**src/common/i2cm_regs.svh**
```systemverilog
// register indices, field positions, reset values and timing for the i2c master
`ifndef I2CM_REGS_SVH
`define I2CM_REGS_SVH
// register indices; byte address is four times the index
`define I2CM_IDX_RX 16'hf2a0
`define I2CM_IDX_SA 16'hf2a1
`define I2CM_IDX_TD 16'hf2a2
`define I2CM_IDX_CTL 16'hf2a3
`define I2CM_IDX_MODE 16'hf2a4
`define I2CM_IDX_STAT 16'hf2a5
`define I2CM_RST_BYTE 8'h00
// transfer_control bits
`define I2CM_CTL_START 0
`define I2CM_CTL_STOP 1
`define I2CM_CTL_RS 2
`define I2CM_CTL_ACK 7
// bus_mode bits
`define I2CM_MODE_EN 0
`define I2CM_MODE_FAST 1
`define I2CM_MODE_DW 2
`define I2CM_MODE_SYN 4
// bit periods and quarter-bit counts, rounded up
`define I2CM_CLK_MHZ 100
`define I2CM_STD_BIT_NS 10000
`define I2CM_FAST_BIT_NS 2500
`define I2CM_STD_QTR ((`I2CM_STD_BIT_NS * `I2CM_CLK_MHZ + 3999) / 4000)
`define I2CM_FAST_QTR ((`I2CM_FAST_BIT_NS * `I2CM_CLK_MHZ + 3999) / 4000)
`define I2CM_ACK_BIT 4'd8
`endif

```
**src/common/i2cm_pkg.sv**
```systemverilog
// types of the i2c master
package i2cm_pkg;
  typedef enum logic [4:0] {
    st_idle = 5'h01,
    st_start = 5'h02,
    st_bit = 5'h04,
    st_wait = 5'h08,
    st_stop = 5'h10
  } i2cm_state_t;
endpackage

```
**src/design/i2cm_top.sv**
```systemverilog
// single-channel i2c bus master with a wishbone register file
//
// The Wishbone slave port is this design's own decision.
`timescale 1ns/10ps
`default_nettype none
`include "i2cm_regs.svh"

// Operation
// - master only, 7-bit addressing, one channel
// - 100 kbps standard, 400 kbps fast mode
// - wait on scl held low by others
// - rx_byte read-only, updated per byte
// - sample sda each scl rise, own bits too
// - address bits 7-1, direction bit 0
// - tx_byte read-write, next byte shifted out
// - start bit from idle issues start condition
// - wait after ack, start bit resumes
// - writing start and stop bits both 0 aborts immediately
// - start bit settable only when enabled
// - stop bit issues stop, clears start
// - restart bit only while started, reads zero
// - ack level after receive from bit 7
// - disable returns interface registers to reset
// - busy set on any start, cleared on stop
// - received ack kept in status bit 1
// - address byte msb first, ack, wait
module i2cm_top (
  // clock and reset
  input wire logic core_clk_i,
  input wire logic rst_n_i,
  // wishbone slave
  input wire logic wb_cyc_i,
  input wire logic wb_stb_i,
  input wire logic wb_we_i,
  input wire logic [31:0] wb_adr_i,
  input wire logic [3:0] wb_sel_i,
  input wire logic [31:0] wb_dat_i,
  output logic [31:0] wb_dat_o,
  output logic wb_ack_o,
  // i2c pins, open drain
  input wire logic sda_i,
  output logic sda_o,
  output logic sda_oe_n_o,
  input wire logic scl_i,
  output logic scl_o,
  output logic scl_oe_n_o
);

  // ****************************************
  // bus slave
  // ****************************************
  logic ack_r;
  logic [7:0] rdat_r;
  wire req = wb_cyc_i & wb_stb_i;
  wire wr_fire = req & ack_r & wb_we_i & wb_sel_i[0];
  wire a_rx = (wb_adr_i == {14'h0000, `I2CM_IDX_RX, 2'b00});
  wire a_sa = (wb_adr_i == {14'h0000, `I2CM_IDX_SA, 2'b00});
  wire a_td = (wb_adr_i == {14'h0000, `I2CM_IDX_TD, 2'b00});
  wire a_ctl = (wb_adr_i == {14'h0000, `I2CM_IDX_CTL, 2'b00});
  wire a_mode = (wb_adr_i == {14'h0000, `I2CM_IDX_MODE, 2'b00});
  wire a_stat = (wb_adr_i == {14'h0000, `I2CM_IDX_STAT, 2'b00});
  wire [7:0] wd = wb_dat_i[7:0];

  logic [7:0] rx_r, sa_r, td_r, mode_r;
  logic start_r, ackout_r, busy_r, ackin_r, er_r, kill_r;
  logic [3:0] ctl_spare_r;
  wire en = mode_r[`I2CM_MODE_EN];
  wire syn = mode_r[`I2CM_MODE_SYN];
  wire wr_ctl = wr_fire & a_ctl & en;
  wire [7:0] ctl_rd = {ackout_r, ctl_spare_r, 2'b00, start_r};
  wire [7:0] stat_rd = {5'h00, er_r, ackin_r, busy_r};
  wire [7:0] rd_mux = a_rx ? rx_r : a_sa ? sa_r : a_td ? td_r : a_ctl ? ctl_rd :
                      a_mode ? mode_r : a_stat ? stat_rd : 8'h00;

  always_ff @(posedge core_clk_i or negedge rst_n_i) begin
    if (!rst_n_i) begin
      ack_r <= 1'b0;
      rdat_r <= 8'h00;
    end else begin
      ack_r <= req & ~ack_r;
      if (req & ~ack_r) begin
        rdat_r <= rd_mux;
      end
    end
  end
  assign wb_ack_o = ack_r;
  assign wb_dat_o = {24'h000000, rdat_r};

  // ****************************************
  // pin synchronisers and line events
  // ****************************************
  logic [1:0] sda_sy, scl_sy;
  logic sda_d, scl_d;
  wire sda_s = sda_sy[1];
  wire scl_s = scl_sy[1];
  wire scl_rise = scl_s & ~scl_d;
  wire line_start = scl_s & scl_d & sda_d & ~sda_s;
  wire line_stop = scl_s & scl_d & ~sda_d & sda_s;
  always_ff @(posedge core_clk_i or negedge rst_n_i) begin
    if (!rst_n_i) begin
      sda_sy <= 2'b11;
      scl_sy <= 2'b11;
      sda_d <= 1'b1;
      scl_d <= 1'b1;
    end else begin
      sda_sy <= {sda_sy[0], sda_i};
      scl_sy <= {scl_sy[0], scl_i};
      sda_d <= sda_s;
      scl_d <= scl_s;
    end
  end

  // ****************************************
  // bit timing
  // ****************************************
  i2cm_pkg::i2cm_state_t state_r, state_nxt;
  logic [1:0] ph_r, ph_nxt;
  logic [3:0] bit_r, bit_nxt;
  logic [7:0] shf_r, shf_nxt, rsh_r;
  logic [9:0] cnt_r, cnt_nxt;
  logic sdal_r, sdal_nxt, scll_r, scll_nxt, addr_r, addr_nxt;
  wire [9:0] q_base = mode_r[`I2CM_MODE_FAST] ? 10'(`I2CM_FAST_QTR) : 10'(`I2CM_STD_QTR);
  wire [9:0] q_ext = q_base * {8'h00, mode_r[`I2CM_MODE_DW +: 2]} / 10'd10;
  wire [9:0] reload = q_base + q_ext - 10'd1;
  wire tick = (cnt_r == 10'd0);
  wire on_bus = (state_r == i2cm_pkg::st_bit) | (state_r == i2cm_pkg::st_start) |
                (state_r == i2cm_pkg::st_stop);
  wire stretch = syn & on_bus & ~scll_r & ~scl_s;
  assign cnt_nxt = stretch ? cnt_r : (tick | (state_nxt != state_r)) ? reload : cnt_r - 10'd1;

  // ****************************************
  // control decode
  // ****************************************
  wire is_idle = (state_r == i2cm_pkg::st_idle);
  wire stop_go = wr_ctl & wd[`I2CM_CTL_STOP] & ~is_idle;
  wire abort = wr_ctl & ~wd[`I2CM_CTL_START] & ~wd[`I2CM_CTL_STOP] & ~is_idle;
  wire start_go = wr_ctl & wd[`I2CM_CTL_START] & ~wd[`I2CM_CTL_STOP] & is_idle & ~start_r;
  wire resume = wr_ctl & wd[`I2CM_CTL_START] & ~wd[`I2CM_CTL_STOP] & (state_r == i2cm_pkg::st_wait);
  wire rs_go = wd[`I2CM_CTL_RS] & start_r;
  wire txm = addr_r | ~sa_r[0];
  wire bit_low = kill_r ? 1'b0 : (bit_r == `I2CM_ACK_BIT) ? (~txm & ~ackout_r) : (txm & ~shf_r[7]);
  wire tx_err = scl_rise & (state_r == i2cm_pkg::st_bit) & (bit_r != `I2CM_ACK_BIT) & txm & shf_r[7] & ~sda_s;

  // ****************************************
  // transfer sequencer
  // ****************************************
  always_comb begin
    state_nxt = state_r;
    ph_nxt = ph_r;
    bit_nxt = bit_r;
    sdal_nxt = sdal_r;
    scll_nxt = scll_r;
    shf_nxt = shf_r;
    addr_nxt = addr_r;
    if (!en | abort) begin
      state_nxt = i2cm_pkg::st_idle;
      sdal_nxt = 1'b0;
      scll_nxt = 1'b0;
    end else if (stop_go) begin
      state_nxt = i2cm_pkg::st_stop;
      ph_nxt = 2'd0;
    end else begin
      case (state_r)
        i2cm_pkg::st_idle: begin
          if (start_go) begin
            state_nxt = i2cm_pkg::st_start;
            ph_nxt = 2'd0;
          end
        end
        i2cm_pkg::st_start: begin
          if (tick) begin
            ph_nxt = ph_r + 2'd1;
            case (ph_r)
              2'd0: sdal_nxt = 1'b0;
              2'd1: scll_nxt = 1'b0;
              2'd2: sdal_nxt = 1'b1;
              default: begin
                scll_nxt = 1'b1;
                state_nxt = i2cm_pkg::st_bit;
                bit_nxt = 4'd0;
                addr_nxt = 1'b1;
                shf_nxt = sa_r;
              end
            endcase
          end
        end
        i2cm_pkg::st_bit: begin
          if (tick) begin
            ph_nxt = ph_r + 2'd1;
            case (ph_r)
              2'd0: sdal_nxt = bit_low;
              2'd1: scll_nxt = 1'b0;
              2'd2: scll_nxt = 1'b0;
              default: begin
                scll_nxt = 1'b1;
                shf_nxt = {shf_r[6:0], 1'b0};
                if (bit_r == `I2CM_ACK_BIT) begin
                  state_nxt = i2cm_pkg::st_wait;
                end else begin
                  bit_nxt = bit_r + 4'd1;
                end
              end
            endcase
          end
        end
        i2cm_pkg::st_wait: begin
          sdal_nxt = 1'b0;
          if (resume & rs_go) begin
            state_nxt = i2cm_pkg::st_start;
            ph_nxt = 2'd0;
          end else if (resume) begin
            state_nxt = i2cm_pkg::st_bit;
            ph_nxt = 2'd0;
            bit_nxt = 4'd0;
            addr_nxt = 1'b0;
            shf_nxt = td_r;
          end
        end
        i2cm_pkg::st_stop: begin
          if (tick) begin
            ph_nxt = ph_r + 2'd1;
            case (ph_r)
              2'd0: begin
                scll_nxt = 1'b1;
                sdal_nxt = 1'b1;
              end
              2'd1: scll_nxt = 1'b0;
              default: begin
                sdal_nxt = 1'b0;
                state_nxt = i2cm_pkg::st_idle;
              end
            endcase
          end
        end
        default: state_nxt = i2cm_pkg::st_idle;
      endcase
    end
  end

  always_ff @(posedge core_clk_i or negedge rst_n_i) begin
    if (!rst_n_i) begin
      state_r <= i2cm_pkg::st_idle;
      ph_r <= 2'd0;
      bit_r <= 4'd0;
      shf_r <= 8'h00;
      cnt_r <= 10'd0;
      sdal_r <= 1'b0;
      scll_r <= 1'b0;
      addr_r <= 1'b0;
    end else begin
      state_r <= state_nxt;
      ph_r <= ph_nxt;
      bit_r <= bit_nxt;
      shf_r <= shf_nxt;
      cnt_r <= cnt_nxt;
      sdal_r <= sdal_nxt;
      scll_r <= scll_nxt;
      addr_r <= addr_nxt;
    end
  end
  assign sda_o = 1'b0;
  assign scl_o = 1'b0;
  assign sda_oe_n_o = ~sdal_r;
  assign scl_oe_n_o = ~scll_r;

  // ****************************************
  // registers, sampling and status
  // ****************************************
  always_ff @(posedge core_clk_i or negedge rst_n_i) begin
    if (!rst_n_i) begin
      mode_r <= `I2CM_RST_BYTE;
      rx_r <= `I2CM_RST_BYTE;
      sa_r <= `I2CM_RST_BYTE;
      td_r <= `I2CM_RST_BYTE;
      rsh_r <= 8'h00;
      ctl_spare_r <= 4'h0;
      {start_r, ackout_r, busy_r, ackin_r, er_r, kill_r} <= 6'h00;
    end else begin
      if (wr_fire & a_mode) begin
        mode_r <= wd;
      end
      if (!en) begin
        rx_r <= `I2CM_RST_BYTE;
        sa_r <= `I2CM_RST_BYTE;
        td_r <= `I2CM_RST_BYTE;
        rsh_r <= 8'h00;
        ctl_spare_r <= 4'h0;
        {start_r, ackout_r, busy_r, ackin_r, er_r, kill_r} <= 6'h00;
      end else begin
        if (wr_fire & a_sa) begin
          sa_r <= wd;
        end
        if (wr_fire & a_td) begin
          td_r <= wd;
        end
        if (wr_ctl) begin
          ackout_r <= wd[`I2CM_CTL_ACK];
          ctl_spare_r <= wd[6:3];
          start_r <= wd[`I2CM_CTL_START] & ~wd[`I2CM_CTL_STOP];
        end else if (state_r == i2cm_pkg::st_stop) begin
          start_r <= 1'b0;
        end
        if (scl_rise & (state_r == i2cm_pkg::st_bit)) begin
          rsh_r <= {rsh_r[6:0], sda_s};
          if (bit_r == 4'd7) begin
            rx_r <= {rsh_r[6:0], sda_s};
          end
          if (bit_r == `I2CM_ACK_BIT) begin
            ackin_r <= sda_s;
          end
        end
        if (line_start) begin
          busy_r <= 1'b1;
        end else if (line_stop) begin
          busy_r <= 1'b0;
        end
        if (tx_err) begin
          er_r <= 1'b1;
        end else if (wr_ctl) begin
          er_r <= 1'b0;
        end
        if (tx_err & syn) begin
          kill_r <= 1'b1;
        end else if (state_r != i2cm_pkg::st_bit) begin
          kill_r <= 1'b0;
        end
      end
    end
  end
endmodule
`default_nettype wire

```
**config.mk**
```make
export PLATFORM = sky130hd
export DESIGN_NAME = i2cm_top
export DESIGN_NICKNAME = d
export VERILOG_FILES = /design/src/common/i2cm_pkg.sv /design/src/design/i2cm_top.sv
export VERILOG_INCLUDE_DIRS = /design/src /design/src/common
export SDC_FILE = /design/constraint.sdc
export NUM_CORES = 1
export LEC_CHECK = 0
export ABC_AREA = 1
export ABC_CLOCK_PERIOD_IN_PS = 4500
export BUFFER_PORTS_ARGS = -buffer_cell sky130_fd_sc_hd__buf_2
export CAP_MARGIN = 5
export CORE_MARGIN = 1
export CORE_UTILIZATION = 52
export DETAILED_ROUTE_END_ITERATION = 10
export PLACE_DENSITY_LB_ADDON = 0.3
export SYNTH_ARGS = -nofsm -noshare
export SYNTH_HDL_FRONTEND = slang
export SYNTH_SLANG_ARGS = --single-unit
```
**constraint.sdc**
```tcl
create_clock -name core_clk_i -period 4.5 [get_ports core_clk_i]
set_clock_uncertainty 0.2 [all_clocks]
set_input_delay 0.45 -clock core_clk_i [delete_from_list [all_inputs] [get_ports core_clk_i]]
set_output_delay 0.45 -clock core_clk_i [all_outputs]
set_load 0.005 [all_outputs]
```
==> results of run 1 <==
## critical path, delay by kind of cell (launching register included)
| family | cells | cell delay (ns) |
|---|---|---|
| flops | 1 | 0.38 |
| buf+inv | 4 | 0.43 |
| xor+xnor | 1 | 0.12 |
| simple gates | 13 | 1.41 |
| fa+ha+maj | 2 | 0.49 |
| compound gates | 9 | 1.23 |
## registers in the layout (all words and copies together) (netlist names), 2 cells and up
name,flops
rdat_r,8
td_r,8
sda_sy,2
sa_r,8
cnt_r,10
bit_r,4
ph_r,2
shf_r,8
scl_sy,2
ctl_spare_r,4
rx_r,8
state_r,5
rsh_r,7
mode_r,8
## kinds of logic after synthesis
logic type                 count (synthesis)
AOI/OAI and AO/OA                        170
xor gates and xnor gates                  16
adders and majority gates                 20
buffers and inverters                    189
DFF                                       96
muxes                                      9
other                                      1
and+or+nand+nor                          360
## report_power, final
| group | internal [mW] | total, mW | switching, mW |
|---|---|---|---|
| combinational | 0.0217 | 0.0627 | 0.0410 |
| clock | 0.406 | 0.801 | 0.395 |
| sequential | 0.867 | 0.870 | 0.00317 |
## worst paths after layout
kind | from | endpoint | slack, ns | depth (start not counted)
max in group asynchronous | rst_n_i | state_r[0]$_DFF_PN1_ | 3.15 | 2
min in group core_clk_i | wb_dat_i[4] | mode_r[4]$_DFFE_PN0P_ | 0.14 | 2
worst min register to register | scl_sy[0]$_DFF_PN1_ | scl_sy[1]$_DFF_PN1_ | 0.16 | 0
worst min-delay path | rst_n_i | rdat_r[5]$_DFFE_PN0P_ | 0.0005 | 1
worst max-delay path | mode_r[2]$_DFFE_PN0P_ | cnt_r[6]$_DFFE_PN0N_ | 0.17 | 29
worst max register to register | mode_r[2]$_DFFE_PN0P_ | cnt_r[6]$_DFFE_PN0N_ | 0.17 | 29
## routing by layer
layer / track usage / vias to the layer above
li1: - / 2949
met1: 0.321 / 2783
met2: 0.415 / 146
met3: 0.0452 / 15
met4: 0.0746 / 0
met5: 0 / -
## per-stage QoR
| step | hold slack, ns | instances | worst slack [ns] |
|---|---|---|---|
| 2_1_floorplan | -0.0456 | 886 | 0.0916 |
| 3_3_place_gp | 0.146 | 1091 | 0.0251 |
| 3_5_place_dp | 0.149 | 1091 | -0.0379 |
| 4_1_cts | 0.0321 | 1109 | 0.0215 |
| 5_1_grt | 0.0712 | 1123 | -0.149 |
| 6_report | 0.000510 | 1123 | 0.166 |
## placed cells by master, fill, tap and decap left out, drive strengths merged, types with 2 or more instances in the layout
cell / synthesis / routed
a32o: 3 / 3
o21ai: 97 / 97
o211ai: 3 / 3
a221oi: 4 / 4
o221ai: 9 / 9
dlygate4sd3: 0 / 2
xnor2: 5 / 5
nor2: 68 / 68
o22ai: 7 / 7
a21oi: 28 / 28
clkbuf: 12 / 9
nand4: 14 / 14
buf: 30 / 93
o31ai: 10 / 10
nand3: 45 / 45
nor3: 22 / 22
mux2: 9 / 9
or2: 2 / 2
conb: 1 / 26
o2111ai: 2 / 2
a31oi: 3 / 3
ha: 19 / 19
inv: 142 / 147
nor4: 10 / 10
xor2: 11 / 11
nand2: 193 / 193
nor4b: 2 / 2
dfstp: 7 / 7
clkinv: 5 / 7
and3: 2 / 2
dfrtp: 89 / 89
## area by class of cell
| class | instances | share of cell area |
|---|---|---|
| Clock inverter | 7 | 0.0127 |
| Tap cell | 168 | 0.0277 |
| Timing Repair Buffer | 95 | 0.0795 |
| Multi-Input combinational cell | 601 | 0.459 |
| Sequential cell | 96 | 0.318 |
| Clock buffer | 9 | 0.0297 |
| Inverter | 147 | 0.0731 |
## cells in the mapped netlist, types with 7 or more instances
cell type	count	share of area
nand2_1	176	0.10
nor4_1	7	0.0067
nand2_2	8	0.0077
inv_1	136	0.079
clkbuf_1	12	0.0069
o221ai_1	9	0.012
dfstp_2	7	0.028
o22ai_1	7	0.0067
nand2_4	8	0.014
a21oi_1	25	0.019
ha_1	19	0.037
xor2_1	11	0.015
mux2_2	9	0.016
o21ai_0	90	0.069
o31ai_1	10	0.012
nand3_2	7	0.011
dfrtp_1	89	0.34
nor3_1	21	0.016
nand4_1	14	0.013
nand3_1	37	0.029
nor2_1	63	0.036
buf_4	27	0.031
## repair_timing
action,in CTS,in global routing
setup buffers,0,14
gates resized for setup,5,36
endpoints found under the hold margin,2,0
pin swaps,1,35
hold buffers,2,0
endpoints found under the setup margin,3,7
==> metrics.yaml, run 1 <==
area_delta_synth_final_pct: 16.8
n_antenna_cell: 0
stdcell_area_um2: 7580
ys.flop_type: "dfrtp_1"
max_slew_margin: 0.207
cts.clk_slew.worst_paths_ns: 0.08
synth-async-reset-ratio: 1.00
yosys.area_share.adder: 0.0397
seq_area_um2: 2410
nets: 1045
setup_viol: 0
slew_viol_final: 0
fin_crit_sh: 0.963
max_freq_mhz: 231
cpMaxStageDelayCell: "dfrtp_1"
critPathLaunchType: "flop"
power_mw: 1.73
highest_layer: "met4"
status: "complete, no violations"
cp.arrival_ns: 4.42
syn-cell-area_um2: 6490
clk_path_buf_depth: 2
synth_xor_area_frac: 0.0216
crit_required_ns: 4.58
muxShareOfSynthArea: 0.0156
hpwlAfterDp_um: 11100
port_buffers: 58
chipWidth_um: 114
hold_viol_final: 0
grt_pass1_wl_um: 25200
ios: 112
hold_path.class: "in2async"
num_rows: 40
yosysSeqAreaShare: 0.371
multi_input_area_um2: 3480
ys_ff_latch: 96
dr_wl_met3_um: 653
grt_max_degree: 72
met2_length_um: 7460
clk-insertion-delay-late_ns: 0.36
critPathMaxFanout: 5
grt_overflow: 0
tightest_slew_ns: 1.19
finish.utilization: 0.626
grt_pass1_vias: 5367
synth_edf_count: 0
initial_core_util: 0.536
placed_area_um2: 6990
synth_top_family_by_area: "simple AND/OR/NAND/NOR gates"
antenna_found_initial: 0
drt_iter0_drc: 586
die_area_um2: 12900
critical_path.max_stage_delay_ns: 0.38
p_leak_nw: 3.75
wl_per_cell_um: 13.6
layout-drive-gt1-share: 0.212
route.detailed.drc: 0
critPathKind: "reg2reg"
synth_compound_area_frac: 0.159
ir_drop_mv: 0.320
detail_route.first_pass.iterations: 5
routed_via_density: 5.25
ys_types: 56
finalCriticalPeriod_ns: 4.33
n_fill_cell: 1102
cp-end-kind: "flop"
tns_ns: 0
ys_warn_count: 0
rsz0062_at_grt: "true"
synth_area_per_cell_um2: 7.54
cap_violations: 0
drt-met1-wl_um: 7000
cts_buffers: 9
htree_levels: 3
synth-simple-area-share: 0.264
gp_congestion: 0.933
core_region_area_um2: 12100
clock-sinks: 96
synthCells: 861
ant_nets: 0
root_buffer: "clkbuf_16"
grt_use_total: 0.246
drt_wl_total_um: 15300
cts_tree: "yes"
die_height_um: 114
vias: 5893
p_per_area_nw_per_um2: 229
Note: power is estimated with default switching activity, not from simulation.
==> inputs of run 2 (changes only) <==
--- a/config.mk
+++ b/config.mk
@@ -7,11 +7,12 @@
 export NUM_CORES = 1
 export LEC_CHECK = 0
 export ABC_AREA = 1
-export ABC_CLOCK_PERIOD_IN_PS = 4500
+export ABC_CLOCK_PERIOD_IN_PS = 5370
 export BUFFER_PORTS_ARGS = -buffer_cell sky130_fd_sc_hd__buf_2
 export CAP_MARGIN = 5
 export CORE_MARGIN = 1
-export CORE_UTILIZATION = 52
+export CORE_UTILIZATION = 53
+export CTS_BUF_LIST = sky130_fd_sc_hd__clkbuf_16
 export DETAILED_ROUTE_END_ITERATION = 10
 export PLACE_DENSITY_LB_ADDON = 0.3
 export SYNTH_ARGS = -nofsm -noshare
==> constraint.sdc (replaced) <==
create_clock -name core_clk_i -period 5.37 [get_ports core_clk_i]
set_clock_uncertainty 0.2 [all_clocks]
set_input_delay 0.537 -clock core_clk_i [delete_from_list [all_inputs] [get_ports core_clk_i]]
set_output_delay 0.537 -clock core_clk_i [all_outputs]
set_load 0.005 [all_outputs]
==> metrics.yaml, run 2 (synthesized netlist as in run 1, its figures left out) <==
wl_per_cell_um: 13.8  # was 13.6 µm
finalCriticalPeriod_ns: 4.70  # was 4.33 ns
gp_congestion: 0.912  # was 0.933
core_region_area_um2: 12000  # was 12100 µm²
drt_iter0_drc: 461  # was 586
layout_common_cells: "nand2_1, inv_1, o21ai_0, dfrtp_1, nor2_1"  # was nand2_1, inv_1, dfrtp_1, o21ai_0, nor2_1
port_buffers: 58  # unchanged
n_antenna_cell: 0  # unchanged
fin_crit_sh: 0.876  # was 0.963
max_slew_margin: 0.210  # was 0.207
p_per_area_nw_per_um2: 196  # was 229 nW/µm²
hold_viol_final: 0  # unchanged
critPathLaunchType: "flop"  # unchanged
r2r_cells: 31  # was 29
hold_ws_ns: 0.0816  # was 0.000510 ns
clock-sinks: 96  # unchanged
ios: 112  # unchanged
nets: 1016  # was 1045
stdcell_area_um2: 7130  # was 7580 µm²
grt_pass1_vias: 5366  # was 5367
htree_levels: 3  # unchanged
grt_pass1_wl_um: 24800  # was 25200 µm
grt_max_degree: 71  # was 72
chipWidth_um: 113  # was 114 µm
fin_ws_ns: 0.668  # was 0.166 ns
cp-end-kind: "flop"  # unchanged
slew_viol_final: 0  # unchanged
detail_route.first_pass.iterations: 5  # unchanged
cts_tree: "yes"  # unchanged
grt_overflow: 0  # unchanged
critical_path.max_stage_delay_ns: 0.36  # was 0.38 ns
tightest_slew_ns: 1.19  # about the same
grt_use_total: 0.246  # about the same
rsz0062_at_grt: "false"  # was true
root_buffer: "clkbuf_16"  # unchanged
ir_drop_mv: 0.313  # was 0.320 mV
ant_nets: 0  # unchanged
drt_wl_total_um: 14800  # was 15300 µm
num_rows: 40  # unchanged
final_common_cell: "nand2_1"  # unchanged
initial_core_util: 0.543  # was 0.536
critPathKind: "reg2reg"  # unchanged
die_area_um2: 12700  # was 12900 µm²
cpMaxStageDelayCell: "dfrtp_1"  # unchanged
clk_path_buf_depth: 2  # unchanged
layout-drive-gt1-share: 0.158  # was 0.212
clk-insertion-delay-late_ns: 0.35  # was 0.36 ns
cts.clk_slew.worst_paths_ns: 0.07  # was 0.08 ns
status: "complete, no violations"  # unchanged
p_leak_nw: 3.60  # was 3.75 nW
die_height_um: 113  # was 114 µm
hold_path.class: "in2reg"  # was in2async
crit_required_ns: 5.45  # was 4.58 ns
vias: 5746  # was 5893
critPathMaxFanout: 7  # was 5
route.detailed.drc: 0  # unchanged
max_freq_mhz: 213  # was 231 MHz
antenna_found_initial: 0  # unchanged
cp.arrival_ns: 4.78  # was 4.42 ns
routed_via_density: 5.36  # was 5.25
crit_top_cell: "inv_1"
largest_register_ffs: 10  # unchanged
area_delta_synth_final_pct: 9.83  # was 16.8%
min_path_cells: 1
cts_buffers: 9  # unchanged
placed_area_um2: 6840  # was 6990 µm²
cap_violations: 0  # unchanged
setup_viol: 0  # unchanged
tns_ns: 0  # unchanged
hpwlAfterDp_um: 11100  # about the same
pre_cts_slack_ns: 0.655  # was -0.0379 ns
largest-register: "cnt_r"  # unchanged
## run 2: cell count changes in the layout (fill, tap and decap cells not counted), sizes merged
cell and change:
buf -28, dlygate4sd3 -1
## run 2: per-layer routing
layer | GRT usage | vias up | share of wire
li1 | - | 2890 | -
met1 | 0.322 | 2680 | 0.45
met2 | 0.419 | 155 | 0.48
met3 | 0.0354 | 21 | 0.047
met4 | 0.0827 | 0 | 0.020
met5 | 0 | - | 0
## run 2: area by class of cell
class | instances | area [µm²]
fillers | 1113 | 4830
inverters | 147 | 554
multi-input cells | 601 | 3350
clock inverters | 7 | 55.1
repair buffers | 66 | 355
clock buffers | 9 | 225
well taps | 147 | 184
flip-flops and latches | 96 | 2410
## run 2: worst max-delay path, delay by kind of cell, from the launching register on
| family | cells | cell delay (ns) |
|---|---|---|
| xor+xnor | 2 | 0.31 |
| compound gates | 6 | 0.87 |
| flops | 1 | 0.36 |
| buf+inv | 6 | 0.55 |
| fa+ha+maj | 2 | 0.64 |
| simple gates | 15 | 1.67 |
## run 2: final timing paths
path	startpoint	endpoint	slack, ns
setup / recovery	mode_r[2]$_DFFE_PN0P_	cnt_r[5]$_DFFE_PN0N_	0.67
hold reg to reg	sda_sy[0]$_DFF_PN1_	sda_sy[1]$_DFF_PN1_	0.16
max in group asynchronous	rst_n_i	rsh_r[0]$_DFFE_PN0P_	3.33
setup reg to reg	mode_r[2]$_DFFE_PN0P_	cnt_r[5]$_DFFE_PN0N_	0.67
hold / removal	sda_i	sda_sy[0]$_DFF_PN1_	0.08
min in group asynchronous	rst_n_i	cnt_r[0]$_DFFE_PN0N_	0.44
## run 2: metrics by stage
step	util	instances	total power [mW]
after global routing	0.596	1073	1.45
after CTS	0.596	1073	1.41
after floorplan	-	886	0.772
final	0.596	1073	1.40
after global placement	0.572	1056	0.796
after detailed placement	0.572	1056	0.797
## run 2: power breakdown
group          total, mW  internal (mW)  switching [mW]
clock network      0.616          0.321           0.295
logic             0.0532         0.0178          0.0354
registers          0.730          0.727         0.00281
total               1.40           1.07           0.333
## run 2: repair_timing
action,in CTS,in global routing
gates resized for setup,0,0
buffers inserted,0,0
hold buffers,1,0
setup endpoints to repair,0,0
endpoints found under the hold margin,24,0
==> inputs of run 3 (changes only) <==
--- a/config.mk
+++ b/config.mk
@@ -6,7 +6,6 @@
 export SDC_FILE = /design/constraint.sdc
 export NUM_CORES = 1
 export LEC_CHECK = 0
-export ABC_AREA = 1
 export ABC_CLOCK_PERIOD_IN_PS = 5370
 export BUFFER_PORTS_ARGS = -buffer_cell sky130_fd_sc_hd__buf_2
 export CAP_MARGIN = 5
==> metrics.yaml, run 3 <==
wl_per_cell_um: 17.1  # was 13.8 µm
fin_cells: 1027  # was 1073
status: "complete, no violations"  # unchanged
ys.flop_type: "dfrtp_1"  # unchanged
yosysSeqAreaShare: 0.356  # was 0.371
critPathLaunchType: "flop"  # unchanged
setup_viol: 0  # unchanged
drt_wl_total_um: 17600  # was 14800 µm
hpwlAfterDp_um: 12800  # was 11100 µm
grt_use_total: 0.279  # was 0.246
syn-cell-area_um2: 6770  # was 6490 µm²
route.detailed.drc: 0  # unchanged
whs_endpoint: "sda_sy[0]$_DFF_PN1_"  # unchanged
yosys-top-cells-count: "dfrtp_1, nor2_1, nand2_1"  # was nand2_1, inv_1, o21ai_0
layout-drive-gt1-share: 0.183  # was 0.158
n_antenna_cell: 0  # unchanged
ir_drop_mv: 0.253  # was 0.313 mV
r2r-start: "mode_r[3]$_DFFE_PN0P_"  # was mode_r[2]$_DFFE_PN0P_
grt_pass1_vias: 5879  # was 5366
ant_nets: 0  # unchanged
root_buffer: "clkbuf_16"  # unchanged
ys_ff_latch: 96  # unchanged
layout_common_cells: "nor2_1, dfrtp_1, nand2_1, o21ai_0, buf_2"  # was nand2_1, inv_1, o21ai_0, dfrtp_1, nor2_1
largest-register: "cnt_r"  # unchanged
dp.cells: 1005  # was 1056
clk_path_buf_depth: 2  # unchanged
cts.clk_slew.worst_paths_ns: 0.07  # about the same
core_region_area_um2: 12200  # was 12000 µm²
slew_viol_final: 0  # unchanged
synthCells: 794  # was 861
min_path_cells: 1  # unchanged
max_freq_mhz: 195  # was 213 MHz
chipWidth_um: 115  # was 113 µm
max_slew_margin: 0.196  # was 0.210
grt_overflow: 0  # unchanged
critPathMaxFanout: 17  # was 7
area_delta_synth_final_pct: 12.4  # was 9.83%
synth_area_per_cell_um2: 8.53  # was 7.54 µm²
die_height_um: 115  # was 113 µm
reg2reg_slack_ns: 0.24  # was 0.67 ns
routed_via_density: 6.10  # was 5.36
num_rows: 40  # unchanged
grt_pass1_wl_um: 28800  # was 24800 µm
largest_register_ffs: 10  # unchanged
cts_tree: "yes"  # unchanged
htree_levels: 3  # unchanged
r2r_cells: 21  # was 31
cp-end-kind: "flop"  # unchanged
nets: 949  # was 1016
vias: 6268  # was 5746
initial_core_util: 0.554  # was 0.543
cp.arrival_ns: 5.17  # was 4.78 ns
regToRegEndpoint: "cnt_r[7]$_DFFE_PN0N_"  # was cnt_r[5]$_DFFE_PN0N_
grt_max_degree: 56  # was 71
detail_route.first_pass.iterations: 8  # was 5
port_buffers: 58  # unchanged
p_per_area_nw_per_um2: 187  # was 196 nW/µm²
hold_path.class: "in2reg"  # unchanged
ios: 112  # unchanged
finalCriticalPeriod_ns: 5.13  # was 4.70 ns
critPathKind: "reg2reg"  # unchanged
cap_violations: 0  # unchanged
synth_edf_count: 0  # unchanged
drt_iter0_drc: 547  # was 461
synth_largest_area_cell: "dfrtp_1"  # unchanged
cts_buffers: 9  # unchanged
ys_types: 90  # was 56
antenna_found_initial: 0  # unchanged
fin_crit_sh: 0.956  # was 0.876
gp_congestion: 0.916  # was 0.912
ys_warn_count: 0  # unchanged
finish.utilization: 0.623  # was 0.596
clock-sinks: 96  # unchanged
yosys-top-cells-area: "dfrtp_1, mux2i_1, nor2_1"  # was dfrtp_1, nand2_1, inv_1
p_leak_nw: 3.43  # was 3.60 nW
hold_viol_final: 0  # unchanged
min-delay-start: "sda_i"  # unchanged
die_area_um2: 13200  # was 12700 µm²
yosys.area.top_type_share: 0.329  # was 0.343
synth-async-reset-ratio: 1.00  # unchanged
tightest_slew_ns: 1.20  # was 1.19 ns
crit_required_ns: 5.41  # was 5.45 ns
clk-insertion-delay-late_ns: 0.36  # was 0.35 ns
[run 3: cell types whose count changed in the layout (fill, tap and decap cells not counted), moves of 10 or more]
cell / previous run / this run
a21oi_1: 25 / 49
a22o_1: 0 / 10
buf_4: 8 / 29
inv_1: 137 / 28
mux2i_1: 0 / 45
nand2_1: 176 / 81
nand3_1: 37 / 26
nor2_1: 63 / 88
o21ai_0: 90 / 62
[run 3: repair_timing]
action / in CTS / in global routing
setup endpoints to repair: 0 / 4
buffers inserted: 0 / 5
hold buffers: 1 / 0
gates resized for setup: 0 / 16
hold endpoints to repair: 1 / 0
[run 3: metrics by stage]
stage | hold slack [ns] | area, µm² | setup WS (ns) | TNS (ns) | power, mW
final | 0.0727 | 7610 | 0.237 | 0 | 1.42
after global routing | 0.0621 | 7610 | -0.0144 | -0.0144 | 1.47
after CTS | 0.0697 | 7490 | 0.166 | 0 | 1.44
after detailed placement | 0.149 | 7190 | 0.205 | 0 | 0.807
after global placement | 0.146 | 7190 | 0.293 | 0 | 0.804
after floorplan | 0.0414 | 6860 | 0.210 | 0 | 0.775
[run 3: cell families after synthesis]
group,after synthesis,share of synthesized area
AO/OA/AOI/OAI,212,0.209
XOR/XNOR,13,0.0179
adder cells (fa/ha/maj),22,0.0412
buffers and inverters,92,0.0706
flip-flops,96,0.356
multiplexers,50,0.0765
other,1,0.000554
AND/OR/NAND/NOR,308,0.228
[run 3: critical path, stage by stage (launching register included)]
cell	delay, ns
dfrtp_1	0.44
buf_12	0.18
nand2_1	0.08
inv_1	0.15
ha_1	0.27
or3_1	0.39
o22ai_2	0.26
buf_4	0.26
xnor2_4	0.12
buf_4	0.15
o31ai_1	0.22
a21oi_1	0.08
a22oi_2	0.25
nor2_1	0.12
o21a_1	0.18
o32ai_1	0.25
ha_1	0.33
a31o_2	0.25
or3_1	0.31
o32ai_1	0.27
xnor2_1	0.16
a21oi_1	0.08
[run 3: area by class of cell]
cell class / instances / area, µm²
inverter: 28 / 105
tap: 168 / 210
timing repair buffer: 88 / 533
multi-input combinational: 631 / 4060
clock buffer: 9 / 225
fill: 1106 / 4600
clock inverter: 7 / 61.3
sequential: 96 / 2410
[run 3: how the worst max path moves through the flow]
stage | cells past startpoint | slack (ns) | end | startpoint
2_1_floorplan | 20 | 0.21 | cnt_r[7]$_DFFE_PN0N_ | mode_r[2]$_DFFE_PN0P_
3_3_place_gp | 18 | 0.29 | cnt_r[7]$_DFFE_PN0N_ | mode_r[1]$_DFFE_PN0P_
3_5_place_dp | 18 | 0.21 | cnt_r[7]$_DFFE_PN0N_ | mode_r[1]$_DFFE_PN0P_
4_1_cts | 18 | 0.17 | cnt_r[7]$_DFFE_PN0N_ | mode_r[1]$_DFFE_PN0P_
5_1_grt | 21 | -0.01 | cnt_r[7]$_DFFE_PN0N_ | mode_r[3]$_DFFE_PN0P_
6_report | 21 | 0.24 | cnt_r[7]$_DFFE_PN0N_ | mode_r[3]$_DFFE_PN0P_
[run 3: report_power, final]
group	switching, mW	internal [mW]
Clock	0.306	0.326
Sequential	0.00296	0.728
Combinational	0.0419	0.0205
Total	0.351	1.07
[run 3: layer usage]
layer  global-route usage  share of wire
met5                    0              0
met4               0.0996          0.018
met3               0.0548          0.052
met2                0.473           0.51
met1                0.355           0.42
